$ cat config.mk
export PLATFORM = sky130hd
export DESIGN_NAME = dsq_flow
export DESIGN_NICKNAME = d
export VERILOG_FILES = /design/src/logic/dsq_pkg.sv /design/src/logic/dsq_flow.sv
export SDC_FILE = /design/constraint.sdc
export NUM_CORES = 1
export LEC_CHECK = 0
export ABC_AREA = 1
export BUFFER_PORTS_ARGS = -buffer_cell sky130_fd_sc_hd__buf_2
export CAP_MARGIN = 10
export CELL_PAD_IN_SITES_DETAIL_PLACEMENT = 1
export CELL_PAD_IN_SITES_GLOBAL_PLACEMENT = 2
export CORE_MARGIN = 10
export CORE_UTILIZATION = 27
export DETAILED_ROUTE_END_ITERATION = 10
export PLACE_DENSITY = 0.75
export SLEW_MARGIN = 5
export SYNTH_ARGS = -nofsm -noshare
export SYNTH_HDL_FRONTEND = slang
export SYNTH_SLANG_ARGS = --single-unit
$ cat constraint.sdc
create_clock -name pclk -period 2.2 [get_ports pclk]
set_input_delay 0.44 -clock pclk [delete_from_list [all_inputs] [get_ports pclk]]
set_output_delay 0.44 -clock pclk [all_outputs]
set_load 0.05 [all_outputs]
$ cat src/logic/dsq_pkg.sv
// Package: register map, field positions, reset values and shared types of the sequencer flow block
package dsq_pkg;

  // ----------------------------------------------------------------
  // Register indices (byte address is four times the index)
  // ----------------------------------------------------------------
  localparam logic [7:0] IDX_ORIGIN = 8'h0c;
  localparam logic [7:0] IDX_LOOP = 8'h0d;
  localparam logic [7:0] IDX_CKCTL = 8'h0e;
  localparam logic [7:0] IDX_SECCOUNT = 8'h0f;
  localparam logic [7:0] IDX_RSPARAM = 8'h10;
  localparam logic [7:0] IDX_STATUS = 8'h20;
  localparam logic [7:0] IDX_SKIP = 8'h21;
  localparam logic [7:0] IDX_WINDOW = 8'h22;
  localparam logic [7:0] IDX_ERRSTAT = 8'h23;

  // ----------------------------------------------------------------
  // Field positions
  // ----------------------------------------------------------------
  localparam int CK_CLEAR = 5;
  localparam int CK_PRESET = 4;
  localparam int CK_INIT = 3;
  localparam int CK_IGNORE = 2;
  localparam int CK_NOPARITY = 1;
  localparam int RS_SYNC_ECC = 3;
  localparam int RS_SYNC_CRC = 2;
  localparam int RS_DEGREE = 1;
  localparam int RS_WAYS = 0;

  // ----------------------------------------------------------------
  // Widths and reset values
  // ----------------------------------------------------------------
  localparam int ADDR_W = 5;
  localparam logic [7:0] CKCTL_RESET = 8'h00;
  localparam logic [7:0] RSPARAM_RESET = 8'h0c;
  localparam logic [7:0] COUNT_ZERO = 8'h00;
  localparam logic [4:0] ADDR_ZERO = 5'h00;
  localparam logic [31:0] DATA_ZERO = 32'h0000_0000;

  typedef enum logic [1:0]
  {
    DSQ_STOPPED,
    DSQ_RUNNING,
    DSQ_DONE
  } dsq_state_type;

  // Control-store instruction flags reported at instruction end
  typedef struct packed
  {
    logic skip_enable_bit;
    logic jump_enable_bit;
    logic retry_bit;
    logic stop_bit;
    logic fail_bit;
  } dsq_instr_type;

  // Error events from the data path, one-cycle pulses
  typedef struct packed
  {
    logic checksum;
    logic id_crc;
    logic data_ecc;
    logic [4:0] interleave;
    logic sync_search;
    logic compare;
    logic parity;
  } dsq_error_type;

endpackage : dsq_pkg

$ cat src/logic/dsq_flow.sv
// Module: program counter, sector counter, error flags and checksum setup of the disk microsequencer
//
// The implementer's own choice: the APB interface to the registers.
module dsq_flow
(
  input wire logic pclk,
  input wire logic presetn,
  input wire logic clk_en,
  input wire logic psel,
  input wire logic penable,
  input wire logic pwrite,
  input wire logic [11:0] paddr,
  input wire logic [31:0] pwdata,
  output logic [31:0] prdata,
  output logic pready,
  output logic pslverr,
  input wire logic instr_end,
  input wire dsq_pkg::dsq_instr_type instr_flags,
  input wire logic id_retry,
  input wire logic data_field_start,
  input wire logic kill,
  input wire dsq_pkg::dsq_error_type err_event,
  output logic [4:0] cs_address,
  output logic seq_running,
  output logic crc_hold_zero,
  output logic crc_hold_ones,
  output logic ecc_hold_zero,
  output logic crc_start_ones,
  output logic sync_in_rs_code_bit,
  output logic sync_in_id_check_bit,
  output logic rs_degree_select,
  output logic interleave_way_select
);

  // ----------------------------------------------------------------
  // Register state
  // ----------------------------------------------------------------
  logic [4:0] holding;
  logic [4:0] addr_count;
  logic [4:0] loop_addr;
  logic [4:0] skip_addr;
  logic [7:0] checksum_control;
  logic [7:0] rs_param;
  logic [7:0] sector_iteration_count;
  dsq_pkg::dsq_state_type state;
  dsq_pkg::dsq_state_type next_state;
  logic [4:0] next_addr;
  logic [7:0] next_count;
  logic checksum_error_flag;
  logic id_crc_error_flag;
  logic data_ecc_error_flag;
  logic [4:0] interleave_error_flags;
  logic sync_search_error_flag;
  logic compare_error_flag;
  logic buffer_parity_error_flag;
  logic halt_pending;

  // ----------------------------------------------------------------
  // APB decode
  // ----------------------------------------------------------------
  // Byte address is four times the register index
  function automatic logic hit(input logic [11:0] a, input logic [7:0] idx);
    hit = (a[11:2] == {2'b00, idx});
  endfunction : hit

  // Control store wraps from the last word back to zero
  function automatic logic [4:0] step(input logic [4:0] a);
    step = a + 5'h01;
  endfunction : step

  wire access = psel && penable && clk_en;
  wire wr = access && pwrite;
  wire rd_ok = hit(paddr, dsq_pkg::IDX_ORIGIN) || hit(paddr, dsq_pkg::IDX_LOOP)
    || hit(paddr, dsq_pkg::IDX_CKCTL) || hit(paddr, dsq_pkg::IDX_SECCOUNT)
    || hit(paddr, dsq_pkg::IDX_RSPARAM) || hit(paddr, dsq_pkg::IDX_STATUS)
    || hit(paddr, dsq_pkg::IDX_SKIP) || hit(paddr, dsq_pkg::IDX_WINDOW)
    || hit(paddr, dsq_pkg::IDX_ERRSTAT);
  wire wr_origin = wr && hit(paddr, dsq_pkg::IDX_ORIGIN);
  wire wr_loop = wr && hit(paddr, dsq_pkg::IDX_LOOP);
  wire wr_ckctl = wr && hit(paddr, dsq_pkg::IDX_CKCTL);
  wire wr_count = wr && hit(paddr, dsq_pkg::IDX_SECCOUNT);
  wire wr_rs = wr && hit(paddr, dsq_pkg::IDX_RSPARAM);
  wire wr_skip = wr && hit(paddr, dsq_pkg::IDX_SKIP);
  // Window register stands in for the control store; a write only steps the counter and pwdata is not used
  wire wr_window = wr && hit(paddr, dsq_pkg::IDX_WINDOW);
  wire wr_errstat = wr && hit(paddr, dsq_pkg::IDX_ERRSTAT);
  wire [7:0] wbyte = pwdata[7:0];

  assign pready = 1'b1;
  assign pslverr = psel && penable && !rd_ok;

  // ----------------------------------------------------------------
  // Error masking and flow decisions
  // ----------------------------------------------------------------
  wire ignore_err = checksum_control[dsq_pkg::CK_IGNORE];
  wire no_parity = checksum_control[dsq_pkg::CK_NOPARITY];
  wire ck_seen = checksum_error_flag && !ignore_err;
  wire par_seen = buffer_parity_error_flag && !no_parity;
  wire retry_now = instr_flags.retry_bit && (ck_seen || compare_error_flag || sync_search_error_flag);
  // Fail halts on checksum, compare, sync-search or parity error, checksum included unless ignored, parity unless disabled
  wire fail_now = instr_flags.fail_bit
    && (ck_seen || compare_error_flag || sync_search_error_flag || par_seen);
  wire running = (state == dsq_pkg::DSQ_RUNNING);
  // More sectors still to do
  wire count_live = (sector_iteration_count != dsq_pkg::COUNT_ZERO);
  wire errors_set = ck_seen || id_crc_error_flag || data_ecc_error_flag
    || sync_search_error_flag || compare_error_flag;

  // ----------------------------------------------------------------
  // Next program counter and state
  // ----------------------------------------------------------------
  always_comb
  begin
    next_addr = addr_count;
    next_state = state;
    if (wr_origin)
    begin
      next_addr = wbyte[4:0];
      if (count_live)
      begin
        next_state = dsq_pkg::DSQ_RUNNING;
      end
    end
    else if (wr_window)
    begin
      next_addr = step(addr_count);
    end
    else if (wr_count && (wbyte != dsq_pkg::COUNT_ZERO) && !running)
    begin
      next_addr = holding;
      next_state = dsq_pkg::DSQ_RUNNING;
    end
    else if (running && id_retry)
    begin
      next_addr = loop_addr;
    end
    else if (running && instr_end)
    begin
      if (fail_now)
      begin
        next_state = dsq_pkg::DSQ_STOPPED;
      end
      else if (retry_now)
      begin
        next_addr = loop_addr;
      end
      else if (instr_flags.skip_enable_bit)
      begin
        next_addr = skip_addr;
      end
      else if (instr_flags.jump_enable_bit && !halt_pending && count_live)
      begin
        next_addr = loop_addr;
      end
      else if (instr_flags.stop_bit || (instr_flags.jump_enable_bit && halt_pending))
      begin
        // Address stays on the halting instruction for readback
        next_state = dsq_pkg::DSQ_DONE;
      end
      else
      begin
        next_addr = step(addr_count);
      end
    end
  end

  // Count: kill wins, then processor write, then data-field decrement
  always_comb
  begin
    next_count = sector_iteration_count;
    if (kill)
    begin
      next_count = dsq_pkg::COUNT_ZERO;
    end
    else if (wr_count)
    begin
      next_count = wbyte;
    end
    else if (running && data_field_start && count_live)
    begin
      next_count = sector_iteration_count - 8'h01;
    end
  end

  // ----------------------------------------------------------------
  // Sequencer registers
  // ----------------------------------------------------------------
  always_ff @(posedge pclk or negedge presetn)
  begin
    if (!presetn)
    begin
      state <= dsq_pkg::DSQ_STOPPED;
      addr_count <= dsq_pkg::ADDR_ZERO;
      sector_iteration_count <= dsq_pkg::COUNT_ZERO;
      halt_pending <= 1'b0;
    end
    else if (clk_en)
    begin
      state <= kill ? dsq_pkg::DSQ_STOPPED : next_state;
      addr_count <= next_addr;
      sector_iteration_count <= next_count;
      // Zero written mid-run ends the loop at the current sector
      if (wr_count)
      begin
        halt_pending <= running && (wbyte == dsq_pkg::COUNT_ZERO);
      end
      else if (!running)
      begin
        halt_pending <= 1'b0;
      end
    end
  end

  // Holding, loop and skip are not reset, cleared here only for a known start
  always_ff @(posedge pclk or negedge presetn)
  begin
    if (!presetn)
    begin
      holding <= dsq_pkg::ADDR_ZERO;
      loop_addr <= dsq_pkg::ADDR_ZERO;
      skip_addr <= dsq_pkg::ADDR_ZERO;
      checksum_control <= dsq_pkg::CKCTL_RESET;
      rs_param <= dsq_pkg::RSPARAM_RESET;
    end
    else if (clk_en)
    begin
      if (wr_origin)
      begin
        holding <= wbyte[4:0];
      end
      if (wr_loop)
      begin
        loop_addr <= wbyte[4:0];
      end
      if (wr_skip)
      begin
        skip_addr <= wbyte[4:0];
      end
      if (wr_ckctl)
      begin
        checksum_control <= {2'b00, wbyte[5:1], 1'b0};
      end
      if (wr_rs)
      begin
        rs_param <= {4'h0, wbyte[3:0]};
      end
    end
  end

  // ----------------------------------------------------------------
  // Error flags: a new event beats a clear in the same cycle
  // ----------------------------------------------------------------
  always_ff @(posedge pclk or negedge presetn)
  begin
    if (!presetn)
    begin
      checksum_error_flag <= 1'b0;
      id_crc_error_flag <= 1'b0;
      data_ecc_error_flag <= 1'b0;
      interleave_error_flags <= 5'h00;
      sync_search_error_flag <= 1'b0;
      compare_error_flag <= 1'b0;
      buffer_parity_error_flag <= 1'b0;
    end
    else if (clk_en)
    begin
      checksum_error_flag <= err_event.checksum || (checksum_error_flag && !wr_origin);
      id_crc_error_flag <= err_event.id_crc || (id_crc_error_flag && !wr_origin);
      data_ecc_error_flag <= err_event.data_ecc || (data_ecc_error_flag && !wr_origin);
      sync_search_error_flag <= err_event.sync_search || (sync_search_error_flag && !wr_origin);
      compare_error_flag <= err_event.compare || (compare_error_flag && !wr_origin);
      buffer_parity_error_flag <= err_event.parity || (buffer_parity_error_flag && !wr_origin);
      // Software may also drop single interleave flags by writing zero
      interleave_error_flags <= err_event.interleave
        | (interleave_error_flags & {5{!wr_origin}} & (wr_errstat ? wbyte[4:0] : 5'h1f));
    end
  end

  // ----------------------------------------------------------------
  // Read data
  // ----------------------------------------------------------------
  wire [7:0] status_byte = {4'h0, 1'b0, errors_set, state == dsq_pkg::DSQ_DONE, running};
  wire [7:0] err_byte = {ck_seen, par_seen, sync_search_error_flag, compare_error_flag,
    data_ecc_error_flag, id_crc_error_flag, 2'b00};
  wire [7:0] rd_byte =
    hit(paddr, dsq_pkg::IDX_ORIGIN) ? {3'b000, addr_count} :
    hit(paddr, dsq_pkg::IDX_SECCOUNT) ? sector_iteration_count :
    hit(paddr, dsq_pkg::IDX_STATUS) ? status_byte :
    hit(paddr, dsq_pkg::IDX_ERRSTAT) ? {3'b000, interleave_error_flags} :
    hit(paddr, dsq_pkg::IDX_WINDOW) ? err_byte : 8'h00;

  // Latched in setup so the value stands through the access edge
  always_ff @(posedge pclk or negedge presetn)
  begin
    if (!presetn)
    begin
      prdata <= dsq_pkg::DATA_ZERO;
    end
    else if (clk_en && psel && !penable && !pwrite)
    begin
      prdata <= {24'h00_0000, rd_byte};
    end
  end

  // ----------------------------------------------------------------
  // Outputs to control store and checksum logic
  // ----------------------------------------------------------------
  assign cs_address = addr_count;
  assign seq_running = running;
  assign ecc_hold_zero = checksum_control[dsq_pkg::CK_CLEAR];
  assign crc_hold_zero = checksum_control[dsq_pkg::CK_CLEAR];
  // Clear takes priority over preset when both are held
  assign crc_hold_ones = checksum_control[dsq_pkg::CK_PRESET] && !checksum_control[dsq_pkg::CK_CLEAR];
  assign crc_start_ones = checksum_control[dsq_pkg::CK_INIT];
  assign sync_in_rs_code_bit = rs_param[dsq_pkg::RS_SYNC_ECC];
  assign sync_in_id_check_bit = rs_param[dsq_pkg::RS_SYNC_CRC];
  assign rs_degree_select = rs_param[dsq_pkg::RS_DEGREE];
  assign interleave_way_select = rs_param[dsq_pkg::RS_WAYS];

endmodule : dsq_flow

==> summary.txt <==
Setup path
  – Reg2reg end: cs_address[0]
  – Critical setup path kind: input port to primary output
  – CP top delay family: simple AND/OR/NAND/NOR gates
  – Crit-path slowest cell: nor2_1
  – Critical Path Start Type: input port
  – Buffer and inverter count on the worst path: 3
  – R2R Setup Slk: 0.31 ns
  – WP data arrival: 1.62 ns
  – Worst path max stage delay: 0.32 ns
  – Crit-path cells: buf_2 -> nor2_4 -> nand2_1 -> nor2_1 -> buf_4 -> a2111oi_4 -> buf_2
  – Worst endpoint required time: 1.76 ns
  – Crit path max fanout: 6
  – Worst r2r src: checksum_error_flag
  – Crit path top cell by count: buf_2
  – Worst R2R Path Depth: 11
  – Element type at the critical path end: primary output

Layout
  – Ant. Diodes: 0
  – Number of nets in the layout: 672
  – Area Growth Syn to Fin: 27.21%
  – Post-layout utilization of the core: 34.95%
  – Layout cells sized above 1: 21.36%
  – Fill cells: 1,696

Die
  – Initial core utilization: 27.47%
  – Die area: 18,450 sq um
  – Chip height: 135.8 um
  – Boundary Pins: 118
  – Core Footprint: 13,190 sq um
  – Chip width: 135.8 um
  – Row count: 42

Timing
  – Unrepaired setup endpoints after global routing: no
  – TNS Setup: 0 ns
  – Worst Skew: 0.007287 ns
  – Final worst path period share: 93.72%
  – Hold Fails Final Rpt: 0
  – Worst hold margin: 0.05248 ns
  – Slew Limit Fails: 0
  – Setup-failing EPs final: 0
  – Setup WS post-layout: 0.1381 ns
  – Fmax: 485.0 MHz
  – Period minus WS final: 2.062 ns

Route
  – Via/cell ratio: 4.600
  – Drt initial violations: 172
  – Wirelength per Cell: 17.02 um
  – DRC Markers: 0
  – Vias: 3,588
  – Drt pass-1 iters: 4
  – DRT antenna net count: 0
  – Final wirelength: 13.27 mm

Power and ir drop
  – Gate power share: 19.6%
  – Clock power share: 45.5%
  – P_int: 2.367 mW
  – Switching power: 1.038 mW
  – Sequential Power Share: 34.9%
  – Pwr dens: 738.8 nW/um^2
  – Switching share of power: 30.48%
  – Max VDD drop: 0.2521 mV
  – Pleak: 2.381 nW
  – Design Power: 3.405 mW

Synth
  – Ranking of synthesized cells by area: dfrtp_1 (39%), nand2_1 (14%), o21ai_0 (6.6%), inv_1 (6.5%), buf_4 (5.6%)
  – Synth Instances: 500
  – Mean area per synthesized cell: 7.247 sq um
  – Post-synth top area cell: dfrtp_1
  – Share of the synthesized area in the top cell type: 39.36%
  – Seq cells post-synth: 59
  – Synthesized area: 3623 sq um
  – Count of cell types in the netlist: 39
  – Synth Warn #: 0
  – Sequential share of the synthesized area: 40.81%

GRT
  – Largest net degree at the start of global routing: 23
  – Initial antenna violation count: 0
  – First-pass GRT wire length: 21.27 mm
  – Overflow after GRT: 0
  – Vias in the first global route: 3,916
  – Tot GR Track Use: 14.71%

Outcome
  – Outcome: finished clean

Job
  – Number of max-cap violations: 0

Clock tree
  – Number of buffers created by CTS: 9
  – Clock tree from TritonCTS: done
  – Post_cts resized: 0
  – Clk_lat worst skew: 0.33 ns
  – Clock tree buffer depth: 2
  – Setup bufs post-CTS: 0
  – CTS sink count: 59
  – Root buf cell: clkbuf_16
  – Hold buffer count at cts: 0
  – Reg clk slew, reported paths: 0.06 ns
  – H-tree depth: 3

Place
  – Routability congestion estimate: 0.8746
  – Post-DP HPWL: 10.76 mm
  – IO buf count: 66
  – Place WS: 0.1154 ns

Min path
  – Worst hold path class: input port to async pin
## synth_stat cells (all sizes together)
cell,n
inv,65
nor2,52
nand3b,1
a31oi,1
a22o,6
or2,2
xor2,5
o21bai,4
a21oi,11
clkinv,2
nand3,30
dfrtp,57
o211ai,6
o2111ai,1
nor4,2
xnor2,3
conb,2
dfstp,2
nand4,5
a2111oi,1
o22ai,7
nor3,6
buf,28
clkbuf,2
nand2,142
a221oi,2
ha,3
and3,1
o221ai,1
o21ai,50
## power by group through the flow
stage	Combinational (mW)	Clock [mW]	Sequential, mW
global route	0.759	1.63	1.19
finish	0.668	1.55	1.19
global placement	0.650	0	1.20
detailed placement	0.667	0	1.21
CTS	0.674	1.58	1.19
floorplan	0.475	0	1.20
## registers in the layout, summed over array words and instances, names as in the netlist, 2 cells and up
| name | flops |
|---|---|
| prdata | 8 |
| sector_iteration_count | 8 |
| checksum_control | 5 |
| cs_address | 5 |
| holding | 5 |
| interleave_error_flags | 5 |
| loop_addr | 5 |
| skip_addr | 5 |
| rs_param | 4 |
| state | 2 |
## layout by cell type (no fill, tap or decap), drive strengths merged, types with 2 or more instances in the layout
cell type and count:
a21oi 11, buf 95, o21bai 4, xor2 5
or2 2, nand2 142, dfrtp 57, o21ai 50
clkbuf 10, clkinvlp 2, nand4 5, ha 3
dfstp 2, o22ai 7, bufinv 2, nor4 2
conb 25, a22o 6, nand3 30, clkinv 4
a221oi 2, nor2 52, nor3 6, inv 65
o211ai 6, xnor2 3
## area by class of cell
type	instances	area, sq um	area share [%]
clock buffers	10	239.0	5.185
clock inverters	6	88.84	1.927
inverters	67	251.5	5.456
multi-input cells	367	1783	38.68
flip-flops and latches	59	1479	32.08
well taps	176	220.2	4.777
repair buffers	95	548.0	11.89
## worst register-to-register path, stage by stage, from the launching register on
cell,delay [ns]
dfrtp_1,0.37
nand2_1,0.16
nand3_1,0.23
o21ai_0,0.33
inv_1,0.07
nor2_1,0.09
nand2_1,0.06
nand3_1,0.09
nand2_2,0.11
inv_2,0.12
nor2_1,0.05
a21oi_1,0.14
## worst max path at each step
stage	startpoint	to	slack, ns	cells past startpoint
finish	paddr[11]	pslverr	0.14	7
CTS	paddr[11]	pslverr	0.13	7
detailed placement	paddr[11]	cs_address[2]	0.12	11
global placement	paddr[11]	cs_address[2]	0.09	11
floorplan	state[1]	state[0]	0.05	9
global route	paddr[9]	pslverr	0.02	7
## per-layer routing
metal  share of wire [%]  vias to the layer above  track usage, %
met2                  44                       98           22.60
li1                    -                     1762               -
met1                  48                     1709           19.68
met5                   0                        -               0
met4                 1.9                        0           5.024
met3                 6.3                       19           3.616
## per-stage QoR
step	area [sq um]	std cells
2_1_floorplan	3729	523
3_3_place_gp	4282	764
3_5_place_dp	4282	764
4_1_cts	4609	780
5_1_grt	4609	780
6_report	4609	780
## cell families (layout without fill, tap and decap cells)
group                      count (synthesis)  in the layout  synth area share (%)
buffers and inverters                     97            178                 12.88
other                                      2             25                0.2073
DFF                                       59             59                 40.81
adders and majority gates                  3              3                 1.036
AOI/OAI and AO/OA                         90             90                 14.71
and+or+nand+nor                          241            241                 28.42
xor gates and xnor gates                   8              8                 1.934
Note: power is estimated with default switching activity, not from simulation.
